**src/rtl/ffmd_pkg.sv**
```systemverilog
package ffmd_pkg;

  // ****************************************************************
  // register offsets (sensor address space)
  // ****************************************************************
  localparam logic [7:0] FFMD_CFG_ADDR = 8'h15;
  localparam logic [7:0] FFMD_SRC_ADDR = 8'h16;
  localparam logic [7:0] FFMD_THS_ADDR = 8'h17;
  localparam logic [7:0] FFMD_CNT_ADDR = 8'h18;
  localparam logic [7:0] FFMD_IRQ_STAT_ADDR = 8'h40;
  localparam logic [7:0] FFMD_IRQ_MASK_ADDR = 8'h41;

  // ****************************************************************
  // field positions
  // ****************************************************************
  localparam int FFMD_CFG_LATCH_BIT = 7;
  localparam int FFMD_CFG_OR_BIT = 6;
  localparam int FFMD_CFG_Z_BIT = 5;
  localparam int FFMD_CFG_Y_BIT = 4;
  localparam int FFMD_CFG_X_BIT = 3;
  localparam int FFMD_THS_CLRMODE_BIT = 7;
  localparam int FFMD_SRC_ACTIVE_BIT = 7;

  // ****************************************************************
  // reset values and widths
  // ****************************************************************
  localparam logic [7:0] FFMD_CFG_RST = 8'h00;
  localparam logic [6:0] FFMD_THS_RST = 7'h00;
  localparam logic FFMD_CLRMODE_RST = 1'b1;
  localparam logic [7:0] FFMD_CNT_RST = 8'h00;
  localparam int FFMD_SAMPLE_W = 14;
  localparam int FFMD_DBNC_W = 8;

  // ****************************************************************
  // types
  // ****************************************************************
  typedef struct packed {
    logic [7:0] addr;
    logic [7:0] wdata;
    logic wr;
    logic rd;
  } ffmd_bus_req_t;

  typedef struct packed {
    logic valid;
    logic signed [FFMD_SAMPLE_W-1:0] x;
    logic signed [FFMD_SAMPLE_W-1:0] y;
    logic signed [FFMD_SAMPLE_W-1:0] z;
  } ffmd_sample_t;

  typedef struct packed {
    logic z_axis_event_flag;
    logic z_axis_polarity_flag;
    logic y_axis_event_flag;
    logic y_axis_polarity_flag;
    logic x_axis_event_flag;
    logic x_axis_polarity_flag;
  } ffmd_axis_flags_t;

endpackage

```
**src/rtl/ffmd_detector.sv**
```systemverilog
// Overview of operation
// - combine_or_select picks freefall (AND) or motion (OR) detection.
// - all three axis enables clear means detector disabled, no event.
// - latch-enable and combine-select give four operating modes.
// - non-latched freefall sets event_active_flag only after debounce ends.
// - clear-mode 0: flag clears only after counter decrements back down.
// - clear-mode 1: flag clears at once, re-set needs full debounce again.
// - axis event/polarity flags show live undebounced status when enabled.
// - latched freefall: flag sets at count, holds until source read.
// - latched: source read clears flag and counter; then full debounce.
// - latched: axis flags freeze when flag sets, resume after source read.
// - non-latched motion behaves like freefall with both clear modes.
// - non-latched: source read has no side effect.
// - clear-mode 0 decrements counter, 1 clears it; default is 1.
// - freefall if all enabled magnitudes <= 7-bit threshold; motion if any >.
// - polarity 0 positive, 1 negative; reads zero when axis disabled.
// - latched motion holds flag until source read, which clears all bits.
`timescale 1ns/1ps
`default_nettype none
module ffmd_detector
(
  // clock and reset
  input wire logic clk,
  input wire logic rst_n,
  // register port
  input wire ffmd_pkg::ffmd_bus_req_t bus_req,
  output logic [7:0] bus_rdata,
  // sample stream from the conversion chain
  input wire ffmd_pkg::ffmd_sample_t sample,
  // event outputs
  output logic event_active_flag,
  output logic irq
);
  import ffmd_pkg::*;

  // ****************************************************************
  // state
  // ****************************************************************
  typedef struct packed {
    logic [7:0] cfg;
    logic [6:0] ths;
    logic clr_mode;
    logic [FFMD_DBNC_W-1:0] length;
    logic [FFMD_DBNC_W-1:0] count;
    logic active;
    ffmd_axis_flags_t flags;
    logic [7:0] rdata;
    logic irq_stat;
    logic irq_mask;
  } ffmd_state_t;

  ffmd_state_t st_r;
  ffmd_state_t st_nxt;

  logic [2:0] axis_on;
  logic [2:0] axis_hi;
  logic [2:0] axis_neg;
  logic cond;
  logic latch_on;
  logic src_read;
  logic set_evt;
  ffmd_axis_flags_t live;
  logic [5:0] flag_keep;
  logic [FFMD_SAMPLE_W-1:0] mag_x;
  logic [FFMD_SAMPLE_W-1:0] mag_y;
  logic [FFMD_SAMPLE_W-1:0] mag_z;

  // ****************************************************************
  // magnitude helper
  // ****************************************************************
  function automatic logic [FFMD_SAMPLE_W-1:0] mag(
    input logic signed [FFMD_SAMPLE_W-1:0] v);
    logic [FFMD_SAMPLE_W-1:0] a;
    a = v[FFMD_SAMPLE_W-1] ? FFMD_SAMPLE_W'(-v) : FFMD_SAMPLE_W'(v);
    return a;
  endfunction

  // ****************************************************************
  // per-axis compare and combination
  // ****************************************************************
  always_comb
  begin
    axis_on = {st_r.cfg[FFMD_CFG_Z_BIT], st_r.cfg[FFMD_CFG_Y_BIT],
               st_r.cfg[FFMD_CFG_X_BIT]};
    // threshold compares against the top bits of the magnitude
    mag_x = mag(sample.x);
    mag_y = mag(sample.y);
    mag_z = mag(sample.z);
    axis_hi[0] = mag_x[FFMD_SAMPLE_W-1 -: 7] > st_r.ths;
    axis_hi[1] = mag_y[FFMD_SAMPLE_W-1 -: 7] > st_r.ths;
    axis_hi[2] = mag_z[FFMD_SAMPLE_W-1 -: 7] > st_r.ths;
    axis_neg = {sample.z[FFMD_SAMPLE_W-1], sample.y[FFMD_SAMPLE_W-1],
                sample.x[FFMD_SAMPLE_W-1]};
    if (axis_on == 3'b000)
      cond = 1'b0;
    else if (st_r.cfg[FFMD_CFG_OR_BIT])
      cond = |(axis_hi & axis_on);
    else
      cond = ~|(axis_hi & axis_on);
    // live flags, zero for disabled axes
    live.x_axis_event_flag = axis_on[0] & axis_hi[0];
    live.x_axis_polarity_flag = axis_on[0] & axis_neg[0];
    live.y_axis_event_flag = axis_on[1] & axis_hi[1];
    live.y_axis_polarity_flag = axis_on[1] & axis_neg[1];
    live.z_axis_event_flag = axis_on[2] & axis_hi[2];
    live.z_axis_polarity_flag = axis_on[2] & axis_neg[2];
    flag_keep = {axis_on[2], axis_on[2], axis_on[1], axis_on[1],
                 axis_on[0], axis_on[0]};
  end

  assign latch_on = st_r.cfg[FFMD_CFG_LATCH_BIT];
  assign src_read = bus_req.rd && bus_req.addr == FFMD_SRC_ADDR;

  // ****************************************************************
  // next state
  // ****************************************************************
  always_comb
  begin
    st_nxt = st_r;
    set_evt = 1'b0;
    // debounce, stepped once per sample
    if (sample.valid)
    begin
      if (cond)
      begin
        // saturate at the target: clear-mode 0 then drops the flag
        // exactly length samples after the condition ends
        if (st_r.count < st_r.length)
          st_nxt.count = st_r.count + 1'b1;
      end
      else if (st_r.clr_mode)
        st_nxt.count = '0;
      else if (st_r.count != '0)
        st_nxt.count = st_r.count - 1'b1;
      if (latch_on)
      begin
        // latched: set at target, hold until source read
        if (cond && st_nxt.count >= st_r.length && !st_r.active)
        begin
          st_nxt.active = 1'b1;
          set_evt = 1'b1;
        end
      end
      else if (cond && st_nxt.count >= st_r.length)
      begin
        st_nxt.active = 1'b1;
        set_evt = !st_r.active;
      end
      else if (!cond && st_r.clr_mode)
        st_nxt.active = 1'b0;
      else if (!cond && st_nxt.count == '0)
        st_nxt.active = 1'b0;
      // axis flags live unless frozen by a latched event
      if (!(latch_on && st_nxt.active))
        st_nxt.flags = live;
      else if (!st_r.active)
        st_nxt.flags = live;
      // a frozen set must not show an axis switched off meanwhile
      st_nxt.flags = ffmd_axis_flags_t'(st_nxt.flags & flag_keep);
    end
    if (axis_on == 3'b000)
    begin
      st_nxt.active = 1'b0;
      st_nxt.count = '0;
      st_nxt.flags = '0;
    end
    // source read: latched clears, non-latched no effect
    // a read on the setting sample loses, so no event is missed
    if (src_read && latch_on && !set_evt)
    begin
      st_nxt.active = 1'b0;
      st_nxt.count = '0;
      st_nxt.flags = '0;
    end
    // register writes
    if (bus_req.wr)
    begin
      case (bus_req.addr)
        FFMD_CFG_ADDR: st_nxt.cfg = {bus_req.wdata[7:3], 3'h0};
        FFMD_THS_ADDR:
        begin
          st_nxt.clr_mode = bus_req.wdata[FFMD_THS_CLRMODE_BIT];
          st_nxt.ths = bus_req.wdata[6:0];
        end
        FFMD_CNT_ADDR: st_nxt.length = bus_req.wdata;
        FFMD_IRQ_MASK_ADDR: st_nxt.irq_mask = bus_req.wdata[0];
        default: ;
      endcase
    end
    // sticky interrupt status, set wins over clear
    if (bus_req.wr && bus_req.addr == FFMD_IRQ_STAT_ADDR && bus_req.wdata[0])
      st_nxt.irq_stat = 1'b0;
    if (set_evt)
      st_nxt.irq_stat = 1'b1;
    // read data, one cycle later
    st_nxt.rdata = 8'h00;
    if (bus_req.rd)
    begin
      case (bus_req.addr)
        FFMD_CFG_ADDR: st_nxt.rdata = st_r.cfg;
        FFMD_SRC_ADDR: st_nxt.rdata = {st_r.active, 1'b0, st_r.flags};
        FFMD_THS_ADDR: st_nxt.rdata = {st_r.clr_mode, st_r.ths};
        FFMD_CNT_ADDR: st_nxt.rdata = st_r.length;
        FFMD_IRQ_STAT_ADDR: st_nxt.rdata = {7'h00, st_r.irq_stat};
        FFMD_IRQ_MASK_ADDR: st_nxt.rdata = {7'h00, st_r.irq_mask};
        default: st_nxt.rdata = 8'h00;
      endcase
    end
  end

  // ****************************************************************
  // state register
  // ****************************************************************
  always_ff @(posedge clk)
  begin
    if (!rst_n)
    begin
      st_r <= '0;
      st_r.cfg <= FFMD_CFG_RST;
      st_r.ths <= FFMD_THS_RST;
      st_r.clr_mode <= FFMD_CLRMODE_RST;
      st_r.length <= FFMD_CNT_RST;
      st_r.count <= '0;
    end
    else
      st_r <= st_nxt;
  end

  // ****************************************************************
  // outputs
  // ****************************************************************
  assign event_active_flag = st_r.active;
  assign irq = st_r.irq_stat & st_r.irq_mask;
  assign bus_rdata = st_r.rdata;
endmodule // ffmd_detector
`default_nettype wire

```
**config.mk**
```make
export PLATFORM = sky130hd
export DESIGN_NAME = ffmd_detector
export DESIGN_NICKNAME = d
export VERILOG_FILES = /design/src/rtl/ffmd_pkg.sv /design/src/rtl/ffmd_detector.sv
export SDC_FILE = /design/constraint.sdc
export NUM_CORES = 1
export LEC_CHECK = 0
export ABC_AREA = 1
export BUFFER_PORTS_ARGS = -buffer_cell sky130_fd_sc_hd__buf_2
export CAP_MARGIN = 20
export CORE_UTILIZATION = 61
export DETAILED_ROUTE_END_ITERATION = 7
export GPL_TIMING_DRIVEN = 0
export PLACE_DENSITY = 0.93
export SKIP_CTS_REPAIR_TIMING = 1
export SLEW_MARGIN = 20
export SYNTH_ARGS = -nofsm -noshare
export SYNTH_HDL_FRONTEND = slang
export SYNTH_SLANG_ARGS = --single-unit
```
**constraint.sdc**
```tcl
create_clock -name clk -period 12.54 [get_ports clk]
set_clock_uncertainty 0.15 [all_clocks]
set_input_delay 1.254 -clock clk [delete_from_list [all_inputs] [get_ports clk]]
set_output_delay 1.254 -clock clk [all_outputs]
set_load 0.005 [all_outputs]
```
Word level (Yosys, flattened, before mapping)
Index checks and enable logic that the tools add are counted.
- add/subtract/negate cells: 5
- magnitude comparators: 5
- equal/unequal tests: 6
- multiplexer cells: 26
- bitwise gates (word level): 10
- reduce and logical (&&, ||, !) cells: 25
- operators with widths (operator ; number):
    $pmux 8 s6 ; 1
    $mux 14 ; 3
    $neg 14->14 ; 3
    $mux 8 ; 5
    $eq 8x5->1 const B ; 4
    $gt 7x7->1 ; 3
    $mux 6 ; 3
    $eq 8x7->1 const B ; 2
    $mux 1 ; 14
    $logic_and 1x1->1 ; 10
    $reduce_and 2->1 ; 5
    $add 8x1->8 const B ; 1
    $ge 8x8->1 ; 1
    $logic_not 8->1 ; 1
    $lt 8x8->1 ; 1
    $reduce_bool 8->1 ; 1
    $sub 8x1->8 const B ; 1
    $and 1x1->1 ; 7
    $and 6x6->6 ; 1
    $reduce_or 3->1 ; 2
    $logic_not 1->1 ; 4
    $and 3x3->3 ; 1
    $logic_not 3->1 ; 1
    $reduce_bool 2->1 ; 1
    $not 1->1 ; 1
- flip-flop bits (word level): 46
- output and inout bits: 10
- word-level logic and storage cells: 92

Longest topological paths before layout
Gate-level depths: netlist of run 1.
- depth in word-level cells: 21
- gate-level depth with buffers: 35
- depth with buffers taken out: 34

Least setup slack after synthesis of run 1
OpenSTA, ideal clock, no wires.
- path kind: input-to-reg
- from: in sample[31] (netlist bit)
- to: reg st_r[10] (netlist bit)
- arrival: 4.837 ns
- slack: 7.431 ns
- stages: 35
- path buffers: 1
- cells stage by stage: nor2_1 > nand2_1 > nor4_1 > inv_1 > nor2_1 > inv_1 > nor2_1 > inv_1 > nor3_1 > nand2_1 > nand2_1 > xnor2_1 > ha_1 > nand2_2 > inv_1 > a21oi_2 > nand2_1 > nand2_2 > nand3_2 > nand2_4 > nand2_4 > nor2_8 > nand2_1 > nand2_1 > inv_1 > ha_1 > a21oi_1 > o21ai_0 > nand2_1 > o2111ai_1 > nand4_4 > nand4_2 > nand2_2 > buf_6 > a21oi_2
- longest elaborated chain between the ends: 21
- elaborated cells between the ends (all ways): 34
- classes of those cells: add/sub (1); order compare (2); mux (17); bitwise (2); reduce/logical (12)
- RTL lines (item ; RTL line ; text):
    start: declaration ; ffmd_detector.sv:29 ; input wire ffmd_pkg::ffmd_sample_t sample,
    $neg 14->14 (*) ; ffmd_detector.sv:74 ; a = v[FFMD_SAMPLE_W-1] ? FFMD_SAMPLE_W'(-v) : FFMD_SAMPLE_W'(v);
    $mux 14 (*) ; ffmd_detector.sv:74 ;
    $gt 7x7->1 (*) ; ffmd_detector.sv:89 ; axis_hi[0] = mag_x[FFMD_SAMPLE_W-1 -: 7] > st_r.ths;
    $and 3x3->3 (*) ; ffmd_detector.sv:97, ffmd_detector.sv:99 ;
    $reduce_or 3->1 (*) ; ffmd_detector.sv:97, ffmd_detector.sv:99 ;
    $logic_not 1->1 ; ffmd_detector.sv:99 ; cond = ~|(axis_hi & axis_on);
    $mux 1 (*) ; ffmd_detector.sv:96 ; else if (st_r.cfg[FFMD_CFG_OR_BIT])
    $mux 1 (*) ; ffmd_detector.sv:94 ; if (axis_on == 3'b000)
    branches (longest 13 deep; another with $ge 8x8->1) ; -- ;
    end signal: assignment ; ffmd_detector.sv:226 ; st_r <= st_nxt;
    end: declaration ; ffmd_detector.sv:52 ; ffmd_state_t st_r;
Mark *: on every way between the ends. The select of a mux whose other input is x is not followed.
A chain may end at the register's enable or synchronous reset.

Final worst setup path of run 1
- from: in sample[31] (netlist bit)
- to: reg st_r[21] (netlist bit)
- longest elaborated chain between the ends: 19
- elaborated cells between the ends (all ways): 20
- classes of those cells: add/sub (1); order compare (2); mux (9); bitwise (1); reduce/logical (7)
- RTL lines (item ; RTL line ; text):
    $neg 14->14 (*) ; ffmd_detector.sv:74 ;
    $mux 14 (*) ; ffmd_detector.sv:74 ;
    $gt 7x7->1 (*) ; ffmd_detector.sv:89 ;
    $and 3x3->3 (*) ; ffmd_detector.sv:97, ffmd_detector.sv:99 ;
    $reduce_or 3->1 (*) ; ffmd_detector.sv:97, ffmd_detector.sv:99 ;
    $logic_not 1->1 ; ffmd_detector.sv:99 ;
    $mux 1 (*) ; ffmd_detector.sv:96 ;
    $mux 1 (*) ; ffmd_detector.sv:94 ;
    (+3 left out) ; -- ;
    $logic_and 1x1->1 ; ffmd_detector.sv:138, ffmd_detector.sv:144 ;
    $logic_and 1x1->1 ; ffmd_detector.sv:138 ; if (cond && st_nxt.count >= st_r.length && !st_r.active)
    $mux 1 ; ffmd_detector.sv:138 ;
    $mux 1 ; ffmd_detector.sv:135 ; if (latch_on)
    $mux 1 ; ffmd_detector.sv:122 ; if (sample.valid)
    $logic_not 1->1 ; ffmd_detector.sv:169 ; if (src_read && latch_on && !set_evt)
    $logic_and 1x1->1 ; ffmd_detector.sv:169 ;
    $reduce_or 3->1 (no source line) ; -- ;
Every way passes the cells marked *; elsewhere a longest branch is shown, timed or not. The select of a mux whose other input is x is not followed.

==> results of run 1 <==
layout make-up:
type	count	area, um^2	area share
Clock inverter	3	23.8	0.00525
Sequential cell	46	921	0.203
Buffer	23	131	0.0290
Clock buffer	5	68.8	0.0152
Inverter	91	342	0.0754
Tap cell	77	96.3	0.0213
Multi-Input combinational cell	443	2590	0.572
Timing Repair Buffer	71	355	0.0785
per-stage QoR:
step	util	instance area, um^2
after CTS	0.717	4530
after global routing	0.717	4530
after detailed placement	0.703	4440
final	0.717	4530
after global placement	0.703	4440
after floorplan	-	3980
cell usage in the layout (no fill, tap or decap), types with 5 or more instances in the layout:
| cell type | n |
|---|---|
| ha_1 | 39 |
| nor3_1 | 9 |
| o22ai_1 | 5 |
| inv_2 | 6 |
| a21oi_2 | 7 |
| nand3_1 | 26 |
| buf_4 | 8 |
| xor2_1 | 22 |
| nand2_2 | 8 |
| o21ai_0 | 32 |
| clkbuf_8 | 5 |
| a21oi_1 | 50 |
| nand2_1 | 135 |
| nor2_1 | 52 |
| nand4_1 | 10 |
| xnor2_1 | 6 |
| inv_1 | 85 |
| clkbuf_1 | 7 |
| nor2_2 | 11 |
| dfxtp_1 | 46 |
| buf_2 | 77 |
cell families (layout without fill, tap and decap cells):
logic type / Yosys count / in the layout / synth area share
compound gates: 107 / 107 / 0.152
xor+xnor: 28 / 28 / 0.0616
fa+ha+maj: 39 / 39 / 0.122
flops: 46 / 46 / 0.231
simple gates: 269 / 269 / 0.314
buf+inv: 114 / 193 / 0.119
flip-flops by register name, indices dropped and copies added (netlist names):
register           count
st_r                  33
latch_on               1
bus_rdata              8
axis_on                3
event_active_flag      1
worst max-delay path by stage:
stage / cells past startpoint / startpoint / endpoint / slack (ps)
global route: 34 / sample[31] / st_r[21] / 6330
finish: 33 / sample[31] / st_r[21] / 6800
detailed placement: 33 / sample[31] / st_r[22] / 6560
CTS: 33 / sample[31] / st_r[22] / 6880
global placement: 33 / sample[31] / st_r[22] / 6730
floorplan: 35 / sample[31] / st_r[10] / 7430
critical path: cells and delay by family:
family	cells	cell delay, ps
buffers and inverters	7	660
AO/OA/AOI/OAI	5	660
adder cells (fa/ha/maj)	2	590
AND/OR/NAND/NOR	19	2630
power groups by stage:
stage | clock, uW | combinational (uW) | sequential, uW
2_1_floorplan | 0 | 30.9 | 150
3_3_place_gp | 0 | 47.5 | 150
3_5_place_dp | 0 | 50.6 | 150
4_1_cts | 95.6 | 51.0 | 146
5_1_grt | 103 | 58.1 | 146
6_report | 97.2 | 51.7 | 146
synth_stat cells (2+ instances only):
| cell type | count |
|---|---|
| nand2_1 | 135 |
| inv_1 | 85 |
| nor2_1 | 52 |
| a21oi_1 | 50 |
| dfxtp_1 | 46 |
| ha_1 | 39 |
| o21ai_0 | 32 |
| nand3_1 | 26 |
| xor2_1 | 22 |
| nor2_2 | 11 |
| nand4_1 | 10 |
| nor3_1 | 9 |
| buf_4 | 8 |
| nand2_2 | 8 |
| a21oi_2 | 7 |
| clkbuf_1 | 7 |
| buf_2 | 6 |
| inv_2 | 6 |
| xnor2_1 | 6 |
| o22ai_1 | 5 |
| a221oi_1 | 4 |
| nor4_1 | 4 |
| nand3_2 | 3 |
| a31oi_1 | 2 |
| nand2_4 | 2 |
| nand4_2 | 2 |
| nor4_2 | 2 |
per-layer routing:
metal | track usage | vias to the layer above | part of all wire
met5 | 0 | - | 0
met1 | 0.387 | 1958 | 0.40
met3 | 0.0606 | 49 | 0.11
met2 | 0.518 | 290 | 0.46
li1 | - | 2108 | -
met4 | 0.127 | 0 | 0.031
==> results.sh, run 1 <==
export IMPL_rows=29
export IMPL_max_slew_margin_rel=0.514
export IMPL_viasPerCell=5.80
export IMPL_h_tree_depth=2
export IMPL_cts_sinks=46
export IMPL_seq_area_frac_synth=0.231
export IMPL_period_minus_slack_ps=5740
export IMPL_worst_pin_slew_ps=723
export IMPL_grt_usage=0.309
export IMPL_async_flop_share=0
export IMPL_final_antenna_net_count=0
export IMPL_die_y_um=82.8
export IMPL_switching_share=0.295
export IMPL_critPathLaunchType="input pin"
export IMPL_clockPowerShare=0.329
export IMPL_crit_fanout=10
export IMPL_drt_initial_drc_count=443
export IMPL_power_density_nw_per_um2=65.2
export IMPL_ys_ff_latch=46
export IMPL_clk_pin_slew_worst_paths_ps=90
export IMPL_slowest_stage="ha_1"
export IMPL_grt_pass1_vias=3976
export IMPL_area_delta_synth_final_pct=13.7
export IMPL_rrSetupSlack_ps=8620
export IMPL_drt_wirelength_per_cell_um=14.0
export IMPL_status="finished, final reports clean"
export IMPL_synth_area_leader_cell="dfxtp_1"
export IMPL_reg2regPathDepth=22
export IMPL_drv_slew=0
export IMPL_ys_warnings_count=0
export IMPL_synth_area_top_cells="dfxtp_1, nand2_1, ha_1"
export IMPL_hold_ws_ps=331
export IMPL_cts_root_buf="clkbuf_8"
export IMPL_cp_common_cell="nand2_1"
export IMPL_worstHoldStart="st_r[0]"
export IMPL_pre_cts_slack_ps=6560
export IMPL_maxCapViolations=0
export IMPL_syn_area_per_cell_um2=6.61
export IMPL_io_pins=73
export IMPL_irDropWorstVdd_uv=55.6
export IMPL_placedCellCount=751
export IMPL_fp_coreArea_um2=6310
export IMPL_tns_ps=0
export IMPL_power_leakage_uw=0.00217
export IMPL_finalPower_uw=295
export IMPL_worstPathArrival_ps=5790
export IMPL_r2r_start="st_r[36]"
export IMPL_syn_area_um2=3980
export IMPL_grt_max_degree=17
export IMPL_post_route_worst_setup_slack_ps=6800
export IMPL_cts_buffer_depth=2
export IMPL_hold_path_class="reg -> reg"
export IMPL_worstHoldEndpoint="st_r[0]"
export IMPL_vias=4405
export IMPL_drc=0
export IMPL_r2r_end="st_r[21]"
export IMPL_synth_nets=705
export IMPL_grt_pass1_wl_um=17600
export IMPL_clk_latency_ps=310
export IMPL_rsz0062_at_grt="false"
export IMPL_synth_edf_count=0
export IMPL_p_switching_uw=87.2
export IMPL_dp_hpwl_um=8410
export IMPL_fmax_mhz=174
export IMPL_diodes=0
export IMPL_finalSetupViolCount=0
export IMPL_globalRoute_totalOverflow=0
export IMPL_synth_flop_cell="dfxtp_1"
export IMPL_finalNonFillerCells=759
export IMPL_cts_buffers=5
export IMPL_drt_pass1_iter_count=6
export IMPL_crit_type="in -> reg"
export IMPL_gp_congestion=0.907
export IMPL_fp_dieW_um=82.8
export IMPL_netlist_instances=603
export IMPL_totalWireLength_um=10600
export IMPL_power_frac_seq=0.495
export IMPL_drive_gt1_frac=0.204
export IMPL_io_buffers=71
export IMPL_synth_top_cell_area_share=0.231
export IMPL_die_area_um2=6860
export IMPL_required_ps=12590
export IMPL_hold_violations=0
export IMPL_nets=783
export IMPL_min_path_cells=2
export IMPL_cts_tree="built"
export IMPL_p_int_uw=208
export IMPL_netlist_cell_type_count=41
export IMPL_start_util=0.631
export IMPL_p_comb_frac=0.175
export IMPL_fillers=505
export IMPL_post_route_period_util=0.458
export IMPL_endpoint_kind="register"
export IMPL_antenna_found_initial=0
export IMPL_crit_path_max_incr_delay_ps=300
Note: power is estimated with default switching activity, not from simulation.
==> run 2: changes to the inputs <==
CORE_UTILIZATION = 51   (was 61)
PLACE_DENSITY = 0.84   (was 0.93)
clock period = 5.1 ns   (was 12.54 ns; I/O delays follow)
==> run 2 against run 1 <==
Against the previous run: sequential power rose by 150%; combinational power up 150%; cell count up 3.0%; critical endpoint is now st_r[11]; largest power group unchanged.
==> results.sh, run 2 (synthesis gave the netlist of run 1 again) <==
export IMPL_status="finished, final reports clean"
export IMPL_start_util=0.538
export IMPL_grt_pass1_wl_um=17800
export IMPL_clk_latency_ps=300
export IMPL_worst_pin_slew_ps=699
export IMPL_cts_buffers=5
export IMPL_drt_initial_drc_count=320
export IMPL_period_minus_slack_ps=4650
export IMPL_r2r_end="st_r[11]"
export IMPL_irDropWorstVdd_uv=129
export IMPL_required_ps=5140
export IMPL_worstHoldStart="st_r[0]"
export IMPL_crit_path_max_incr_delay_ps=290
export IMPL_cts_tree="built"
export IMPL_path_buf_inv=7
export IMPL_die_y_um=90.4
export IMPL_antenna_found_initial=0
export IMPL_most_common_layout_cells="nand2_1, inv_1, buf_2"
export IMPL_hold_violations=0
export IMPL_placed_area_um2=4460
export IMPL_maxCapViolations=0
export IMPL_h_tree_depth=2
export IMPL_drv_slew=0
export IMPL_slowest_stage="ha_1"
export IMPL_rrSetupSlack_ps=1390
export IMPL_io_buffers=71
export IMPL_finalNonFillerCells=782
export IMPL_crit_type="in -> reg"
export IMPL_dp_hpwl_um=8500
export IMPL_placedCellCount=773
export IMPL_fp_dieW_um=90.4
export IMPL_post_route_period_util=0.911
export IMPL_fin_area_um2=4650
export IMPL_hold_path_class="reg -> reg"
export IMPL_grt_usage=0.267
export IMPL_endpoint_kind="register"
export IMPL_grt_pass1_vias=3887
export IMPL_vias=4261
export IMPL_drt_wirelength_per_cell_um=13.5
export IMPL_power_leakage_uw=0.00221
export IMPL_critical_path_top_delay_family="simple AND/OR/NAND/NOR gates"
export IMPL_diodes=0
export IMPL_clk_pin_slew_worst_paths_ps=80
export IMPL_gp_congestion=0.917
export IMPL_cp_common_cell="nand2_1"
export IMPL_fp_coreArea_um2=7410
export IMPL_crit_fanout=10
export IMPL_min_path_cells=2
export IMPL_io_pins=73
export IMPL_totalWireLength_um=10600
export IMPL_critPathLaunchType="input pin"
export IMPL_max_slew_margin_rel=0.530
export IMPL_drive_gt1_frac=0.212
export IMPL_mostFrequentLayoutCell="nand2_1"
export IMPL_grt_max_degree=14
export IMPL_rows=31
export IMPL_regMostFlops="st_r"
export IMPL_rsz0062_at_grt="false"
export IMPL_post_route_worst_setup_slack_ps=453
export IMPL_worstPathArrival_ps=4690
export IMPL_power_density_nw_per_um2=165
export IMPL_drc=0
export IMPL_globalRoute_totalOverflow=0
export IMPL_tns_ps=0
export IMPL_final_antenna_net_count=0
export IMPL_r2r_start="st_r[40]"
export IMPL_nets=785
export IMPL_cts_buffer_depth=2
export IMPL_fillers=681
export IMPL_viasPerCell=5.45
export IMPL_area_delta_synth_final_pct=16.7
export IMPL_fmax_mhz=215
export IMPL_cts_root_buf="clkbuf_8"
export IMPL_finalSetupViolCount=0
export IMPL_die_area_um2=8170
export IMPL_drt_pass1_iter_count=5
export IMPL_cts_sinks=46
export IMPL_largest_reg_flops=33
export IMPL_worstHoldEndpoint="st_r[0]"
export IMPL_finalPower_uw=768
export IMPL_reg2regPathDepth=23
export IMPL_pre_cts_slack_ps=-197
## run 2: cell types whose count changed in the layout (fill, tap and decap cells not counted), moves of 2 or more
cell / previous run / this run
buf_4: 8 / 10
clkinvlp_4: 2 / 0
nor3_1: 9 / 7
nor3_2: 1 / 3
## run 2: metrics by stage
step	hold slack, ps	utilization
2_1_floorplan	288	-
3_3_place_gp	306	0.602
3_5_place_dp	307	0.602
4_1_cts	320	0.618
5_1_grt	341	0.628
6_report	327	0.628
## run 2: worst register-to-register path, cell delays in order, from the launching register on
cell       delay (ps)
dfxtp_1           370
inv_1             120
ha_1              340
a21o_1            180
nor2_1            110
nand2_1            70
nand2_2           130
nand3_2           100
nand2_4           120
nand2_4            80
nor2_8            150
nand2_1            70
nand2_1           100
inv_1              80
ha_1              290
a21oi_1           140
o21ai_0           100
nand2_1            80
o2111ai_2         170
nand4_4           160
nand4_2           130
nand2_4           150
buf_8             170
nor2_2             50
## run 2: area by class of cell
| cell class | count | area [um^2] | area share |
|---|---|---|---|
| clock inverters | 1 | 30.0 | 0.00646 |
| plain buffers | 23 | 135 | 0.0291 |
| well taps | 99 | 124 | 0.0266 |
| multi-input cells | 443 | 2650 | 0.569 |
| clock buffers | 6 | 82.6 | 0.0178 |
| repair buffers | 73 | 370 | 0.0797 |
| flip-flops and latches | 46 | 921 | 0.198 |
| inverters | 91 | 342 | 0.0735 |
## run 2: how the worst max path moves through the flow
stage               start  endpoint  depth (start not counted)
2_1_floorplan  sample[31]  st_r[10]                         35
3_5_place_dp   sample[31]  st_r[11]                         33
5_1_grt        sample[29]  st_r[11]                         36
3_3_place_gp   sample[31]  st_r[17]                         33
4_1_cts        sample[31]  st_r[11]                         33
6_report       sample[31]  st_r[11]                         36
## run 2: metal layers
| metal | routed length (um) | share of wire | GRT usage | up-vias |
|---|---|---|---|---|
| met5 | 0 | 0 | 0 | - |
| met4 | 106 | 0.010 | 0.0578 | 0 |
| met3 | 819 | 0.077 | 0.0471 | 7 |
| met2 | 4950 | 0.47 | 0.445 | 185 |
| met1 | 4700 | 0.44 | 0.360 | 1956 |
| li1 | - | - | - | 2113 |
## run 2: power breakdown
group / switching [uW] / internal (uW) / leakage, uW
clock network: 124 / 157 / 0.0000573
logic: 73.0 / 54.0 / 0.00178
registers: 0.361 / 359 / 0.000370
total: 197 / 570 / 0.00221
